[src/eewc_defs.svh]
// Constants of the wakeup event controller: offsets, field sizes, resets.
// Assumes inclusion by the package, the design files and the testbench.
`ifndef EEWC_DEFS_SVH
`define EEWC_DEFS_SVH

// Line counts: lines 0..29 configurable, 30..31 direct
`define EEWC_NCFG      30
`define EEWC_NLINE     32
`define EEWC_ADDR_W    8

// Register byte offsets
`define EEWC_OFF_RISE  8'h00
`define EEWC_OFF_FALL  8'h04
`define EEWC_OFF_SWT   8'h08
`define EEWC_OFF_RPEND 8'h0c
`define EEWC_OFF_FPEND 8'h10
`define EEWC_OFF_IMASK 8'h14
`define EEWC_OFF_EMASK 8'h18

// Reset values
`define EEWC_RST_SEL   30'h0000_0000
`define EEWC_RST_MASK  32'h0000_0000
`define EEWC_RST_WORD  32'h0000_0000

`endif

[src/eewc_pkg.sv]
// Types of the wakeup event controller: one state struct per module.
// Assumes eewc_defs.svh is found on the include path.
`include "eewc_defs.svh"

package eewc_pkg;

  // Whole state of the top module
  typedef struct packed {
    logic [`EEWC_NCFG-1:0]  rise_sel;
    logic [`EEWC_NCFG-1:0]  fall_sel;
    logic [`EEWC_NLINE-1:0] int_mask;
    logic [`EEWC_NLINE-1:0] evt_mask;
    logic [`EEWC_NCFG-1:0]  irq;
    logic                   cpu_event;
    logic                   pmu_wake;
    logic [31:0]            prdata;
    logic                   pready;
    logic                   pslverr;
  } eewc_top_s;

  // Edge detector of one line
  typedef struct packed {
    logic meta;
    logic sync;
    logic prev;
    logic dly;
  } eewc_edge_s;

  // Pending flags of one configurable line
  typedef struct packed {
    logic rise;
    logic fall;
  } eewc_pend_s;

endpackage

[src/eewc_edge.sv]
// Edge detector of one event line with its re-arm pulse.
// Assumes line_in is asynchronous to clock and enable is from a flop.
`timescale 1ns/10ps
`default_nettype none

module eewc_edge (
  // Clock and reset
  input  wire logic clock,
  input  wire logic rst_n,
  // Line and arming
  input  wire logic line_in,
  input  wire logic enable,
  // Edge pulses
  output var  logic rise,
  output var  logic fall
);
  import eewc_pkg::*;

  eewc_edge_s q;
  eewc_edge_s d;
  logic       rearm;

  // Delay stage and enable rising edge pulse mask both edge outputs in the cycle enable turns on
  always_comb begin
    d      = q;
    rearm  = q.dly ? 1'b0 : enable;
    d.meta = line_in;
    d.sync = q.meta;
    d.prev = q.sync;
    d.dly  = enable;
    rise   = ~rearm & q.sync & ~q.prev;
    fall   = ~rearm & ~q.sync & q.prev;
  end

  // Only the second stage reads meta
  always_ff @(posedge clock or negedge rst_n) begin
    if (!rst_n) begin
      q <= '0;
    end else begin
      q <= d;
    end
  end
endmodule

`default_nettype wire

[src/eewc_pend.sv]
// Rising and falling pending flags of one configurable line.
// Assumes set and clear strobes are one-cycle pulses from the clock domain.
`timescale 1ns/10ps
`default_nettype none

module eewc_pend (
  // Clock and reset
  input  wire logic clock,
  input  wire logic rst_n,
  // Strobes
  input  wire logic set_rise,
  input  wire logic set_fall,
  input  wire logic clr_rise,
  input  wire logic clr_fall,
  // Flags
  output var  logic rise_pend,
  output var  logic fall_pend
);
  import eewc_pkg::*;

  eewc_pend_s q;
  eewc_pend_s d;

  // Set beats clear so a coincident event is kept
  always_comb begin
    d      = q;
    d.rise = set_rise | (q.rise & ~clr_rise);
    d.fall = set_fall | (q.fall & ~clr_fall);
  end

  always_ff @(posedge clock or negedge rst_n) begin
    if (!rst_n) begin
      q <= '0;
    end else begin
      q <= d;
    end
  end

  assign rise_pend = q.rise;
  assign fall_pend = q.fall;
endmodule

`default_nettype wire

[src/eewc_top.sv]
// Wakeup event controller: edge select, pending flags, CPU and wake outputs.
// Assumes an APB-style peripheral bus on clock; lines are asynchronous pins.
`timescale 1ns/10ps
`default_nettype none
`include "eewc_defs.svh"

module eewc_top (
  // Clock and reset
  input  wire logic                     clock,
  input  wire logic                     rst_n,
  // Peripheral bus
  input  wire logic                     psel,
  input  wire logic                     penable,
  input  wire logic                     pwrite,
  input  wire logic [`EEWC_ADDR_W-1:0]  paddr,
  input  wire logic [31:0]              pwdata,
  output var  logic [31:0]              prdata,
  output var  logic                     pready,
  output var  logic                     pslverr,
  // Event sources
  input  wire logic [`EEWC_NLINE-1:0]   event_line,
  // CPU and power unit
  output var  logic [`EEWC_NCFG-1:0]    cpu_irq,
  output var  logic                     cpu_event,
  output var  logic                     pmu_wake
);
  import eewc_pkg::*;

  eewc_top_s q;
  eewc_top_s d;

  // Bus phase decode
  logic                     setup;
  logic                     wr;
  logic                     hit;
  logic                     wr_rise;
  logic                     wr_fall;
  logic                     wr_swt;
  logic                     wr_rpend;
  logic                     wr_fpend;
  logic                     wr_imask;
  logic                     wr_emask;

  // Line events
  logic [`EEWC_NLINE-1:0]   rise_p;
  logic [`EEWC_NLINE-1:0]   fall_p;
  logic [`EEWC_NLINE-1:0]   arm;
  logic [`EEWC_NCFG-1:0]    sw_trig;
  logic [`EEWC_NCFG-1:0]    rise_ev;
  logic [`EEWC_NCFG-1:0]    fall_ev;
  logic [`EEWC_NCFG-1:0]    set_rise;
  logic [`EEWC_NCFG-1:0]    set_fall;
  logic [`EEWC_NCFG-1:0]    clr_rise;
  logic [`EEWC_NCFG-1:0]    clr_fall;
  logic [`EEWC_NCFG-1:0]    rpend;
  logic [`EEWC_NCFG-1:0]    fpend;
  logic [`EEWC_NLINE-1:0]   line_ev;

  // Setup phase prepares read data; access phase commits writes
  assign setup = psel & ~penable;
  assign wr    = psel & penable & pwrite;

  // Address decode of the seven words
  assign wr_rise  = wr & (paddr == `EEWC_OFF_RISE);
  assign wr_fall  = wr & (paddr == `EEWC_OFF_FALL);
  assign wr_swt   = wr & (paddr == `EEWC_OFF_SWT);
  assign wr_rpend = wr & (paddr == `EEWC_OFF_RPEND);
  assign wr_fpend = wr & (paddr == `EEWC_OFF_FPEND);
  assign wr_imask = wr & (paddr == `EEWC_OFF_IMASK);
  assign wr_emask = wr & (paddr == `EEWC_OFF_EMASK);

  // Soft trigger is a pulse, never stored, so it self-clears
  assign sw_trig = wr_swt ? pwdata[`EEWC_NCFG-1:0] : `EEWC_RST_SEL;

  // Write one to clear pending flags
  assign clr_rise = wr_rpend ? pwdata[`EEWC_NCFG-1:0] : `EEWC_RST_SEL;
  assign clr_fall = wr_fpend ? pwdata[`EEWC_NCFG-1:0] : `EEWC_RST_SEL;

  // Detector is re-armed when one mask bit turns on while the other is off
  assign arm = q.int_mask | q.evt_mask;

  // One synchronised edge detector per line
  genvar gi;
  generate
    for (gi = 0; gi < `EEWC_NLINE; gi++) begin : g_edge
      eewc_edge u_edge (
        .clock   (clock),
        .rst_n   (rst_n),
        .line_in (event_line[gi]),
        .enable  (arm[gi]),
        .rise    (rise_p[gi]),
        .fall    (fall_p[gi])
      );
    end
  endgenerate

  // Edge select and soft trigger on configurable lines
  assign rise_ev = (rise_p[`EEWC_NCFG-1:0] & q.rise_sel) | sw_trig;
  assign fall_ev = fall_p[`EEWC_NCFG-1:0] & q.fall_sel;

  // Only the interrupt mask lets an event become pending
  assign set_rise = rise_ev & q.int_mask[`EEWC_NCFG-1:0];
  assign set_fall = fall_ev & q.int_mask[`EEWC_NCFG-1:0];

  // Pending flags exist for configurable lines only
  generate
    for (gi = 0; gi < `EEWC_NCFG; gi++) begin : g_pend
      eewc_pend u_pend (
        .clock     (clock),
        .rst_n     (rst_n),
        .set_rise  (set_rise[gi]),
        .set_fall  (set_fall[gi]),
        .clr_rise  (clr_rise[gi]),
        .clr_fall  (clr_fall[gi]),
        .rise_pend (rpend[gi]),
        .fall_pend (fpend[gi])
      );
    end
  endgenerate

  // Direct lines use the rising edge only, no select, no pending
  assign line_ev = {rise_p[`EEWC_NLINE-1:`EEWC_NCFG], rise_ev | fall_ev};

  // Next state: registers, outputs and read data
  always_comb begin
    d = q;
    if (wr_rise) begin
      d.rise_sel = pwdata[`EEWC_NCFG-1:0];
    end
    if (wr_fall) begin
      d.fall_sel = pwdata[`EEWC_NCFG-1:0];
    end
    if (wr_imask) begin
      d.int_mask = pwdata;
    end
    if (wr_emask) begin
      d.evt_mask = pwdata;
    end
    // Interrupt follows the pending flags' next value, no extra lag
    d.irq = set_rise | (rpend & ~clr_rise) | set_fall | (fpend & ~clr_fall);
    // Single OR of every event-enabled line
    d.cpu_event = |(line_ev & q.evt_mask);
    // Wake the clocks on any unmasked event or while anything pends
    d.pmu_wake = |(line_ev & arm) | (|d.irq);
    // Zero-wait bus: answer lands in the access phase
    d.pready  = setup;
    d.pslverr = 1'b0;
    d.prdata  = `EEWC_RST_WORD;
    hit       = 1'b1;
    if (setup && !pwrite) begin
      unique case (paddr)
        `EEWC_OFF_RISE:  d.prdata = {2'h0, q.rise_sel};
        `EEWC_OFF_FALL:  d.prdata = {2'h0, q.fall_sel};
        `EEWC_OFF_SWT:   d.prdata = `EEWC_RST_WORD;
        `EEWC_OFF_RPEND: d.prdata = {2'h0, rpend};
        `EEWC_OFF_FPEND: d.prdata = {2'h0, fpend};
        `EEWC_OFF_IMASK: d.prdata = q.int_mask;
        `EEWC_OFF_EMASK: d.prdata = q.evt_mask;
        default:         hit      = 1'b0;
      endcase
    end else if (setup) begin
      unique case (paddr)
        `EEWC_OFF_RISE, `EEWC_OFF_FALL, `EEWC_OFF_SWT,
        `EEWC_OFF_RPEND, `EEWC_OFF_FPEND,
        `EEWC_OFF_IMASK, `EEWC_OFF_EMASK: hit = 1'b1;
        default:                          hit = 1'b0;
      endcase
    end
    // Unmapped words answer with an error and read as zero
    d.pslverr = setup & ~hit;
  end

  // State register; masks and selects reset to zero
  always_ff @(posedge clock or negedge rst_n) begin
    if (!rst_n) begin
      q <= '0;
    end else begin
      q <= d;
    end
  end

  // Outputs come straight from the state flops
  assign prdata    = q.prdata;
  assign pready    = q.pready;
  assign pslverr   = q.pslverr;
  assign cpu_irq   = q.irq;
  assign cpu_event = q.cpu_event;
  assign pmu_wake  = q.pmu_wake;
endmodule

`default_nettype wire

[config.mk]
export PLATFORM = sky130hd
export DESIGN_NAME = eewc_top
export DESIGN_NICKNAME = d
export VERILOG_FILES = /design/src/eewc_pkg.sv /design/src/eewc_edge.sv /design/src/eewc_pend.sv /design/src/eewc_top.sv
export VERILOG_INCLUDE_DIRS = /design/src
export SDC_FILE = /design/constraint.sdc
export NUM_CORES = 1
export LEC_CHECK = 0
export BUFFER_PORTS_ARGS = -buffer_cell sky130_fd_sc_hd__buf_2
export CAP_MARGIN = 10
export CORE_ASPECT_RATIO = 1.5
export CORE_UTILIZATION = 48
export CTS_CLUSTER_SIZE = 28
export DETAILED_ROUTE_END_ITERATION = 8
export PLACE_DENSITY = 0.63
export SYNTH_ARGS = -nofsm -noshare
export SYNTH_HDL_FRONTEND = slang
export SYNTH_SLANG_ARGS = --single-unit
[constraint.sdc]
create_clock -name clock -period 2.7 [get_ports clock]
set_clock_uncertainty 0.1 [all_clocks]
set_input_delay 0.54 -clock clock [delete_from_list [all_inputs] [get_ports clock]]
set_output_delay 0.54 -clock clock [all_outputs]
set_load 0.01 [all_outputs]
### Yosys cells after proc, flatten, opt, wreduce, memory -nomap -nowiden

Index checks and enable logic that the tools add are counted.

| word-level totals | value |
|---|---|
| flip-flop bits (word level) | 378 |
| output and inout bits | 66 |
| input bits | 77 |
| word-level logic and storage cells | 679 |

| cells by class | value |
|---|---|
| bitwise logic cells | 428 |
| reductions and logical operators | 7 |
| muxes and demuxes | 40 |
| equality and inequality tests | 6 |

Operators by type and width:

| cell | count |
|---|---|
| 1-bit AND | 195 |
| 32-bit case mux with 6 select lines | 1 |
| 30-bit AND | 6 |
| 1-bit NOT | 156 |
| 30-bit bitwise OR | 5 |
| 30-bit 2-to-1 mux | 3 |
| 32-bit AND | 2 |
| 32-bit OR reduction | 2 |
| 1-bit bitwise OR | 61 |
| 30-bit NOT | 2 |
| 1-bit 2-to-1 mux | 35 |
| 32-bit 2-to-1 mux | 1 |
| 32-bit bitwise OR | 1 |
| 30-bit OR reduction | 1 |
| 8-bit by 5-bit == test with 1-bit output, second input constant | 3 |
| 8-bit by 4-bit == test with 1-bit output, second input constant | 2 |
| 8-bit by 3-bit == test with 1-bit output, second input constant | 1 |
| 8-bit logical NOT | 1 |
| 7-bit OR reduction | 1 |
| 1-bit logical AND | 1 |
| 1-bit logical NOT | 1 |

### Logic depth before layout (Yosys ltp)

Gate-level depths: netlist of run 1.

| logic depth | value |
|---|---|
| depth after elaboration | 13 |
| gate-level depth with buffers | 11 |
| gate-level depth less buffers | 7 |

### By module

Synthesis of run 1 repeated with hierarchy kept, for this count alone.

| second synthesis, totals | value |
|---|---|
| cells, all modules | 1517 |
| area, all modules | 16723.5 µm² |

Modules (own cells, without submodules):

| module | cells each | area each (µm²) | instances |
|---|---|---|---|
| eewc_top | 1113 | 10422.5 | 1 |
| eewc_edge | 7 | 128.9 | 32 |
| eewc_pend | 6 | 72.6 | 30 |

### Worst setup path after synthesis of run 1

OpenSTA, ideal clock, no wires.

| path | value |
|---|---|
| path type | input port to flip-flop |
| start | input port paddr[0] |
| end | register q, in the netlist pmu_wake |
| cell stages on the path | 9 |
| arrival | 2877 ps |
| library setup time | 138 ps |
| path slack | -414 ps |
| path through | or4_4 > buf_6 > nor4_4 > buf_6 > nand2_2 > a221o_1 > or4_4 > nor4_2 > nand4_1 |

RTL lines:

| item | line | text |
|---|---|---|
| from (decl) | eewc_top.sv:15 | `` input wire logic [`EEWC_ADDR_W-1:0] paddr, `` |
| to (signal assigned) | eewc_top.sv:176 | `q <= '0;` |
| to (signal assigned) | eewc_top.sv:178 | `q <= d;` |
| to (decl) | eewc_top.sv:29 | `eewc_top_s q;` |

==> results of run 1 <==
==> final cells by class <==
type                       instances  area (sq um)  share of cell area
tap                              415           519              0.0254
inverter                          45           169             0.00825
sequential                       378          9460               0.462
timing repair buffer             417          3240               0.158
clock buffer                      55          1090              0.0534
multi-input combinational        801          5870               0.287
clock inverter                    10           113             0.00550
==> cells by family (layout without fill, tap and decap cells) <==
group	count (synthesis)	count (layout)	synth area share
buf+inv	169	527	0.0556
mux	90	90	0.0634
simple gates	345	346	0.123
compound gates	364	364	0.166
xor+xnor	1	1	0.000548
flops	378	378	0.592
==> what timing repair did <==
action / 4_1_cts / 5_1_grt
setup buffers: 15 / 6
resized for setup: 34 / 16
hold buffers: 25 / 1
hold endpoints to repair: 74 / 1
gates cloned: 1 / 0
endpoints found under the setup margin: 2 / 4
pin swaps: 10 / 18
==> metrics by stage <==
stage	setup TNS [ns]	total power [mW]	setup slack, ns
after global placement	-35.45	6.48	-0.773
after floorplan	-0.428	6.09	-0.318
final	-0.109	11.6	-0.109
after CTS	-0.128	11.7	-0.128
after global routing	-0.210	12.0	-0.139
after detailed placement	-34.92	6.49	-0.802
==> routing by layer <==
layer | vias up | track usage | part of all wire
met5 | - | 0 | 0.00028
met4 | 2 | 0.165 | 0.056
met3 | 152 | 0.0553 | 0.072
met2 | 576 | 0.491 | 0.49
met1 | 6265 | 0.368 | 0.38
li1 | 5580 | - | -
==> cells in the final DEF, fill, tap and decap left out, types with 12 or more instances in the layout <==
master         netlist  layout
and3_1              13      13
mux2_2              90      90
nand2_1            118     118
and3b_1             35      35
dfrtp_1            378     378
buf_12               0      28
inv_1               45      45
clkbuf_16            0      37
nand3_1             17      17
a21boi_0            16      12
nand4_1             18      18
o21ai_0             63      59
or2_2               21      21
nor2_1              35      31
buf_2                2     139
a21o_1              24      24
buf_4               63     214
a211o_1             19      19
nand3b_1            29      29
dlygate4sd3_1        0      26
a31oi_1             32      32
a22oi_1             97      97
==> registers in the layout (all words and copies together), names as in the netlist, 30 cells and up <==
signal                   count
g_pend.u_pend.rise_pend     30
prdata                      32
q                          124
g_edge.u_edge.d             64
g_edge.u_edge.q             64
g_pend.u_pend.fall_pend     30
cpu_irq                     30
==> path summary, 6_finish.rpt <==
path | start | to | slack (ns) | cells after the start
max in group asynchronous | rst_n | g_pend[24].u_pend.fall_pend | 1.20 | 3
min in group asynchronous | rst_n | g_edge[11].u_edge.d[1] | 0.43 | 2
worst min-delay path | event_line[10] | g_edge[10].u_edge.d[2] | 0.01 | 1
worst max register to register | g_edge[2].u_edge.q[0] | pmu_wake | 0.08 | 8
worst min register to register | g_edge[4].u_edge.d[2] | g_edge[4].u_edge.d[1] | 0.24 | 0
worst max-delay path | paddr[0] | pmu_wake | -0.11 | 12
==> cell usage after synthesis, drive strengths merged, types with 3 or more instances <==
| library cell | number | area [sq um] |
|---|---|---|
| o2bb2ai | 7 | 61.3 |
| a211oi | 5 | 37.5 |
| nand2 | 119 | 449 |
| or3b | 3 | 26.3 |
| or2 | 21 | 131 |
| o22ai | 7 | 43.8 |
| dfrtp | 378 | 9460 |
| a221o | 8 | 80.1 |
| nor3 | 10 | 50.1 |
| a222oi | 3 | 30.0 |
| a31oi | 32 | 200 |
| buf | 74 | 532 |
| o211ai | 10 | 75.1 |
| a21oi | 9 | 45.0 |
| a32o | 3 | 30.0 |
| o21ai | 64 | 320 |
| o41ai | 16 | 140 |
| nor2b | 6 | 37.5 |
| o21a | 3 | 22.5 |
| nor2 | 35 | 131 |
| clkbuf | 50 | 188 |
| a211o | 19 | 166 |
| nand3 | 17 | 85.1 |
| a2111oi | 4 | 35.0 |
| a21o | 24 | 180 |
| nand2b | 7 | 43.8 |
| or4 | 9 | 78.8 |
| a22oi | 97 | 728 |
| a21boi | 16 | 120 |
| and2 | 3 | 18.8 |
| o311ai | 7 | 61.3 |
| mux2 | 90 | 1010 |
| and3 | 13 | 81.3 |
| inv | 45 | 169 |
| nand4 | 18 | 113 |
| and3b | 35 | 307 |
| a22o | 11 | 96.3 |
| nand3b | 29 | 218 |
| and4b | 4 | 40.0 |
| nor4 | 11 | 105 |
==> power by group through the flow <==
stage | combinational, mW | clock [mW] | sequential (mW)
floorplan | 0.147 | 0 | 5.95
global placement | 0.518 | 0 | 5.96
detailed placement | 0.524 | 0 | 5.97
CTS | 0.569 | 5.28 | 5.87
global route | 0.625 | 5.47 | 5.88
finish | 0.576 | 5.17 | 5.87
==> summary.md, run 1 <==
| Metric | Value |
|---|---|
| Synth Cell Area | 16,000 sq um |
| Register bit total from synthesis | 378 |
| Clk pwr share | 0.445 |
| CTS clk-pin slew, worst paths | 0.07 ns |
| Area growth syn-to-layout | 28.1% |
| Inst Count DP | 2,008 |
| Syn avg cell area | 11.9 sq um |
| Share of layout cells above drive strength 1 | 0.355 |
| Most frequent CP cell | buf_4 |
| Status | finished, violations left |
| Post-DP Area | 18,600 sq um |
| Register area share after synthesis | 0.592 |
| Max Cap Viol | 0 |
| Setup ws final | -0.109 ns |
| RSZ-0062 raised after global routing | yes |
| Hold Worst Slack | 0.0149 ns |
| Nets | 1,757 |
| Fin area | 20,500 sq um |
| Chip width | 151 um |
| Number of global-route vias before repair | 12,600 |
| Congestion Overflow GR | 0 |
| Drt drc | 0 |
| Final hold vios | 0 |
| CP bufs+invs | 5 |
| Pins over their slew limit | 0 |
| Largest net degree at the start of global routing | 81 |
| Layout Utilization | 0.625 |
| Antenna Violating Nets Remaining | 0 |
| Comb pwr share | 0.050 |
| Final setup fails | 1 |
| Core box area | 32,700 sq um |
| Crit path launch type | input port |
| Port-buffer cells | 142 |
| Total iterations of the first detailed-routing run | 5 |
| Drt wl/cell | 23.4 um |
| Critical Path Max Stage Delay | 0.48 ns |
| Sequential Power Share | 0.505 |
| Post-route insts no fill | 2,121 |
| Cells after Synth | 1,347 |
| Fill cell count | 2,637 |
| CP max-delay cell | a222oi_1 |
| Max_slew headroom | 0.606 |
| Min-Delay Path Class | in -> reg |
| Failing checks | setup timing |
| Root Buffer | clkbuf_16 |
| FP Rows | 81 |
| DRT Wirelength | 49.7 mm |
| DIE HEIGHT | 225 um |
| CTS sink cnt | 378 |
| Crit path max fanout | 8 |
| GP Congestion | 0.944 |
| Maximum vdd ir drop | 0.509 mV |
| Total track usage | 0.299 |
| WP data arrival | 3.12 ns |
| Final Cycle Share | 1.04 |
| HPWL Detailed | 35.4 mm |
| Syn. warnings | 0 |
| Internal power | 9.02 mW |
| CTS tree | yes |
| Yosys cell types | 66 |
| CP delay by family, top | simple AND/OR/NAND/NOR gates |
| Skew-Pair Late Insertion Delay | 0.54 ns |
| Post-synth EDFFs | 0 |
| Number of DRC markers in iteration 0 | 996 |
| Die area | 34,000 sq um |
| Crit path kind | in -> reg |
| H-tree levels | 2 |
| CP cell instances | buf_2 > or4_4 > buf_12 > buf_4 > nor4_4 > buf_4 > a211o_1 > a222oi_1 > buf_4 > nand4_1 > nor4_4 > nand4_1 |
| Power Density | 568 nW/um^2 |
| Switching portion of total power | 0.223 |
| Crit end category | flip-flop |
| NetSw | 2.60 mW |
| First-pass GRT wire length | 74.2 mm |
| Syn_nets | 1,424 |
| N_diodes | 0 |
| CP Data Required Time | 3.01 ns |
| Vias | 12,600 |
| Dominant synthesized flop cell | dfrtp_1 |
| Initial Util | 0.488 |
| Initial antenna violation count | 1 |
| Final Critical Period | 2.81 ns |
| Leakage | 9.81 nW |
| Total CTS buffers | 37 |
| Max Clk Rate | 0.356 GHz |
| Via density | 5.93 |
| Slew @ Worst Pin | 0.585 ns |
| CTS Buffer Depth | 3 |
| I/O pin count | 143 |
| Post-synth ARST share | 1.00 |
(Power assumes the default switching activity.)
==> inputs of run 2 (changes only) <==
--- a/config.mk
+++ b/config.mk
@@ -13,6 +13,7 @@
 export CTS_CLUSTER_SIZE = 28
 export DETAILED_ROUTE_END_ITERATION = 8
 export PLACE_DENSITY = 0.63
+export REMOVE_ABC_BUFFERS = 1
 export SYNTH_ARGS = -nofsm -noshare
 export SYNTH_HDL_FRONTEND = slang
 export SYNTH_SLANG_ARGS = --single-unit
==> summary.md, run 2 (synthesized netlist as in run 1, its figures left out) <==
| Metric | Value |
|---|---|
| Hold path start | event_line[7] (was event_line[10]) |
| Most frequent cells in the layout | dfrtp_1 (378), buf_4 (198), buf_2 (141) (was dfrtp_1 (378), buf_4 (214), buf_2 (139)) |
| Clk pwr share | 0.459 (was 0.445) |
| Power Density | 585 nW/um^2 (was 568 nW/um^2) |
| Status | finished, violations left (unchanged) |
| CTS tree | yes (unchanged) |
| Crit end category | flip-flop (unchanged) |
| Sequential Power Share | 0.495 (was 0.505) |
| Final hold vios | 0 (unchanged) |
| CTS sink cnt | 378 (unchanged) |
| Nets | 1,738 (was 1,757) |
| Final Cycle Share | 1.05 (was 1.04) |
| Core box area | 32,700 sq um (unchanged) |
| Maximum vdd ir drop | 0.519 mV (was 0.509 mV) |
| Inst Count DP | 2,003 (was 2,008) |
| Max Clk Rate | 0.351 GHz (was 0.356 GHz) |
| Critical path startpoint | paddr[7] (was paddr[0]) |
| Via density | 5.92 (was 5.93) |
| Pins over their slew limit | 0 (unchanged) |
| DRT Wirelength | 48.6 mm (was 49.7 mm) |
| Congestion Overflow GR | 0 (unchanged) |
| Switching portion of total power | 0.221 (was 0.223) |
| Most common cell after layout, fill and taps aside | dfrtp_1 (unchanged) |
| Area growth syn-to-layout | 27.0% (was 28.1%) |
| First-pass GRT wire length | 74.6 mm (was 74.2 mm) |
| Crit path launch type | input port (unchanged) |
| I/O pin count | 143 (unchanged) |
| Setup ws final | -0.146 ns (was -0.109 ns) |
| Antenna Violating Nets Remaining | 0 (unchanged) |
| Total CTS buffers | 38 (was 37) |
| Final setup fails | 2 (was 1) |
| Root Buffer | clkbuf_16 (unchanged) |
| Number of DRC markers in iteration 0 | 891 (was 996) |
| Vias | 12,500 (was 12,600) |
| Total power | 11.9 mW (was 11.6 mW) |
| Leakage | 9.70 nW (was 9.81 nW) |
| Largest Register | q (unchanged) |
| Worst r2r src | g_edge[8].u_edge.d[1] (was g_edge[2].u_edge.q[0]) |
| Drt wl/cell | 23.1 um (was 23.4 um) |
| Slew @ Worst Pin | 0.715 ns (was 0.585 ns) |
| DIE HEIGHT | 225 um (unchanged) |
| Internal power | 9.24 mW (was 9.02 mW) |
| Port-buffer cells | 142 (unchanged) |
| Initial Util | 0.488 (unchanged) |
| FP Rows | 81 (unchanged) |
| Max_slew headroom | 0.511 (was 0.606) |
| Max Cap Viol | 0 (unchanged) |
| GP Congestion | 0.918 (was 0.944) |
| Crit path max fanout | 18 (was 8) |
| CTS Buffer Depth | 3 (unchanged) |
| Drt drc | 0 (unchanged) |
| Die area | 34,000 sq um (unchanged) |
| RSZ-0062 raised after global routing | yes (unchanged) |
| Min-Delay Path Class | in -> reg (unchanged) |
| Number of global-route vias before repair | 13,100 (was 12,600) |
| HPWL Detailed | 34.7 mm (was 35.4 mm) |
| Largest net degree at the start of global routing | 78 (was 81) |
| CTS clk-pin slew, worst paths | 0.06 ns (was 0.07 ns) |
| Total track usage | 0.295 (was 0.299) |
| Final Critical Period | 2.85 ns (was 2.81 ns) |
| H-tree levels | 2 (unchanged) |
| Post-route insts no fill | 2,106 (was 2,121) |
| Total iterations of the first detailed-routing run | 5 (unchanged) |
| Failing checks | setup timing (unchanged) |
| CP Data Required Time | 3.01 ns (about the same) |
| Post-Place Setup Slack | -0.895 ns (was -0.802 ns) |
| Skew-Pair Late Insertion Delay | 0.54 ns (about the same) |
| Chip width | 151 um (unchanged) |
| WP data arrival | 3.15 ns (was 3.12 ns) |
| NetSw | 2.62 mW (was 2.60 mW) |
| Fill cell count | 2,628 (was 2,637) |
| Comb pwr share | 0.046 (was 0.050) |
| Crit path kind | in -> reg (unchanged) |
| Share of layout cells above drive strength 1 | 0.345 (was 0.355) |
| Max reg flops | 124 (unchanged) |
| Initial antenna violation count | 2 (was 1) |
-- run 2: cell types whose count changed in the layout (fill, tap and decap cells not counted), moves of 3 or more --
cell | before | now
a21boi_0 | 12 | 15
o21ai_0 | 59 | 62
buf_6 | 8 | 3
clkbuf_16 | 37 | 41
buf_4 | 214 | 198
o41ai_1 | 8 | 11
-- run 2: power by group through the flow --
stage,sequential [mW],clock [mW],combinational [mW]
4_1_cts,5.87,5.53,0.545
3_3_place_gp,5.97,0,0.504
2_1_floorplan,5.95,0,0.118
6_report,5.87,5.45,0.549
5_1_grt,5.88,5.74,0.599
3_5_place_dp,5.97,0,0.511
-- run 2: final timing paths --
kind	end	slack (ns)	cells after the start
max reg2reg	cpu_event	-0.02	8
min	g_edge[7].u_edge.d[2]	0.01	1
min in group asynchronous	q[180]	0.43	2
max in group asynchronous	cpu_irq[11]	1.23	3
max	pmu_wake	-0.15	10
min reg2reg	g_edge[2].u_edge.d[1]	0.24	0
-- run 2: worst max-delay path, cell delays in order --
cell and delay, ns:
buf_2 0.10, or4_4 0.64, buf_12 0.21, o41ai_1 0.37, o311ai_1 0.18, a211o_1 0.32
nor4_4 0.26, buf_4 0.15, and4b_1 0.26, nand4_1 0.10
-- run 2: stage by stage --
step / util / setup TNS (ns) / hold slack, ns / area (sq um)
floorplan: - / -346.51 / 0.144 / 15300
global placement: 0.566 / -36.89 / 0.233 / 18500
detailed placement: 0.566 / -42.27 / 0.235 / 18500
CTS: 0.617 / -0.108 / 0.000395 / 20200
global route: 0.620 / -0.252 / 0.000111 / 20300
finish: 0.620 / -0.166 / 0.0116 / 20300
-- run 2: per-layer routing --
metal / global-route usage / vias to the layer above / wire length [um]
met1: 0.350 / 6320 / 18700
met4: 0.162 / 0 / 2650
met2: 0.507 / 438 / 25000
met5: 0 / - / 0
met3: 0.0445 / 156 / 2290
li1: - / 5561 / -
-- run 2: what timing repair did --
action / CTS / global route
gates resized for setup: 22 / 12
pin swaps: 8 / 2
hold buffers: 24 / 4
hold endpoints to repair: 74 / 4
setup buffers: 5 / 0
endpoints found under the setup margin: 3 / 13
-- run 2: final cells by class --
class                           count  area (sq um)  share of cell area
Antenna cell                        2          5.00            0.000247
Clock buffer                       59          1190              0.0588
Multi-Input combinational cell    800          5790               0.286
Sequential cell                   378          9460               0.466
Timing Repair Buffer              398          3060               0.151
Clock inverter                      9          97.6             0.00481
Tap cell                          415           519              0.0256
Inverter                           45           169             0.00832
==> inputs of run 3 (changes only) <==
--- a/config.mk
+++ b/config.mk
@@ -12,8 +12,10 @@
 export CORE_UTILIZATION = 48
 export CTS_CLUSTER_SIZE = 28
 export DETAILED_ROUTE_END_ITERATION = 8
-export PLACE_DENSITY = 0.63
+export GPL_TIMING_DRIVEN = 0
+export PLACE_DENSITY = 0.74
 export REMOVE_ABC_BUFFERS = 1
+export SKIP_LAST_GASP = 1
 export SYNTH_ARGS = -nofsm -noshare
 export SYNTH_HDL_FRONTEND = slang
 export SYNTH_SLANG_ARGS = --single-unit
==> summary.md, run 3 (synthesized netlist as in run 1, its figures left out) <==
| Metric | Value |
|---|---|
| Largest Register | q (unchanged) |
| Pins over their slew limit | 0 (unchanged) |
| Crit path kind | in -> reg (unchanged) |
| I/O pin count | 143 (unchanged) |
| Most frequent cells in the layout | dfrtp_1 (378), buf_2 (136), nand2_1 (110) (was dfrtp_1 (378), buf_4 (198), buf_2 (141)) |
| Hold Path Sink | g_edge[6].u_edge.d[2] (was g_edge[7].u_edge.d[2]) |
| Skew-Pair Late Insertion Delay | 0.54 ns (about the same) |
| HPWL Detailed | 29.8 mm (was 34.7 mm) |
| Vias | 12,200 (was 12,500) |
| Share of layout cells above drive strength 1 | 0.289 (was 0.345) |
| Power Density | 593 nW/um^2 (was 585 nW/um^2) |
| Max Clk Rate | 0.335 GHz (was 0.351 GHz) |
| Failing checks | setup timing (unchanged) |
| Port-buffer cells | 142 (unchanged) |
| First-pass GRT wire length | 70.3 mm (was 74.6 mm) |
| WP data arrival | 3.26 ns (was 3.15 ns) |
| Post-DP Area | 17,100 sq um (was 18,500 sq um) |
| Max reg flops | 124 (unchanged) |
| Inst Count DP | 1,810 (was 2,003) |
| Final setup fails | 15 (was 2) |
| Max Cap Viol | 0 (unchanged) |
| Drt wl/cell | 24.6 um (was 23.1 um) |
| Setup ws final | -0.285 ns (was -0.146 ns) |
| Initial antenna violation count | 3 (was 2) |
| Crit end category | flip-flop (unchanged) |
| Max_slew headroom | 0.532 (was 0.511) |
| Worst r2r src | q[108] (was g_edge[8].u_edge.d[1]) |
| Chip width | 151 um (unchanged) |
| CTS Buffer Depth | 3 (unchanged) |
| Slew @ Worst Pin | 0.700 ns (was 0.715 ns) |
| Total iterations of the first detailed-routing run | 6 (was 5) |
| Area growth syn-to-layout | 18.2% (was 27.0%) |
| Root Buffer | clkbuf_16 (unchanged) |
| Crit path launch type | input port (unchanged) |
| DRT Wirelength | 47.3 mm (was 48.6 mm) |
| RSZ-0062 raised after global routing | yes (unchanged) |
| Layout Utilization | 0.577 (was 0.620) |
| Final Cycle Share | 1.11 (was 1.05) |
| Via density | 6.36 (was 5.92) |
| H-tree levels | 2 (unchanged) |
| Leakage | 8.84 nW (was 9.70 nW) |
| CTS tree | yes (unchanged) |
| Total power | 11.2 mW (was 11.9 mW) |
| Critical path startpoint | paddr[6] (was paddr[7]) |
| Total track usage | 0.279 (was 0.295) |
| Fill cell count | 2,567 (was 2,628) |
| Congestion Overflow GR | 0 (unchanged) |
| Post-route insts no fill | 1,924 (was 2,106) |
| Final Critical Period | 2.99 ns (was 2.85 ns) |
| Antenna Violating Nets Remaining | 0 (unchanged) |
| Final hold vios | 0 (unchanged) |
| Die area | 34,000 sq um (unchanged) |
| FP Rows | 81 (unchanged) |
| DIE HEIGHT | 225 um (unchanged) |
| Fin area | 18,900 sq um (was 20,300 sq um) |
| Hold Path Depth | 1 (unchanged) |
| Post-route setup TNS | -1.61 ns (was -0.166 ns) |
| Min-Delay Path Class | in -> reg (unchanged) |
| Number of DRC markers in iteration 0 | 1,192 (was 891) |
| CTS clk-pin slew, worst paths | 0.06 ns (about the same) |
| Nets | 1,562 (was 1,738) |
| GP Congestion | 0.890 (was 0.918) |
| R2r setup slk | -0.04 ns (was -0.02 ns) |
| Number of global-route vias before repair | 12,300 (was 13,100) |
| Area occupied by multi-input gates | 5970 sq um (was 5790 sq um) |
| FF-to-FF path depth | 7 (was 8) |
| Reg area | 9460 sq um (unchanged) |
| RR Endpoint | pmu_wake (was cpu_event) |
| Hold path start | event_line[6] (was event_line[7]) |
| Most common cell after layout, fill and taps aside | dfrtp_1 (unchanged) |
| CTS sink cnt | 378 (unchanged) |
| Maximum vdd ir drop | 0.342 mV (was 0.519 mV) |
| Drt drc | 0 (unchanged) |
| CP Data Required Time | 2.97 ns (was 3.01 ns) |
| Core box area | 32,700 sq um (unchanged) |
| Initial Util | 0.488 (unchanged) |
| Total CTS buffers | 35 (was 38) |
| Crit path max fanout | 14 (was 18) |
| Status | finished, violations left (unchanged) |
| Largest net degree at the start of global routing | 119 (was 78) |
run 3: where the power goes:
group	internal, mW	switching, mW	leakage [nW]
registers	5.79	0.0820	4.81
clock network	2.74	2.10	0.535
logic	0.156	0.320	3.49
total	8.69	2.50	8.84
run 3: per-layer routing:
metal	GRT usage	up-vias	wire, um
li1	-	5207	-
met1	0.321	6065	16900
met2	0.455	712	23000
met3	0.0611	246	3880
met4	0.206	2	3510
met5	0	-	11
run 3: worst max-delay path: stages:
cell and delay (ns):
buf_8 0.11, buf_4 0.13, or4_4 0.68, o41ai_1 0.53, o211ai_1 0.20, a211o_1 0.36, nor3_2 0.25, and4b_2 0.31
nand4_1 0.15
run 3: how the worst max path moves through the flow:
stage	cells after the start	endpoint	slack (ns)
after floorplan	5	q[160]	-2.86
after detailed placement	8	pmu_wake	-1.71
after global placement	6	q[171]	-10.31
after CTS	10	pmu_wake	-0.26
after global routing	9	pmu_wake	-0.29
final	9	pmu_wake	-0.29
run 3: timing repair:
action                                 4_1_cts  5_1_grt
hold buffers                                 4        0
setup endpoints to repair                  144       35
pin swaps                                   19       21
gates resized for setup                     43       26
buffers inserted                            25       20
endpoints found under the hold margin       85        0
cloned                                       3        1
run 3: metrics by stage:
step           hold slack [ns]  setup WS (ns)
5_1_grt               -0.00270         -0.293
3_3_place_gp             0.233         -10.31
3_5_place_dp             0.235          -1.71
6_report                0.0107         -0.285
4_1_cts               0.000384         -0.260
2_1_floorplan            0.144          -2.86
run 3: layout make-up:
type,instances,share of cell area
clock inverter,6,0.00305
sequential,378,0.501
inverter,45,0.00895
tap,415,0.0275
multi-input combinational,803,0.316
clock buffer,53,0.0549
antenna,2,0.000265
timing repair buffer,222,0.0881
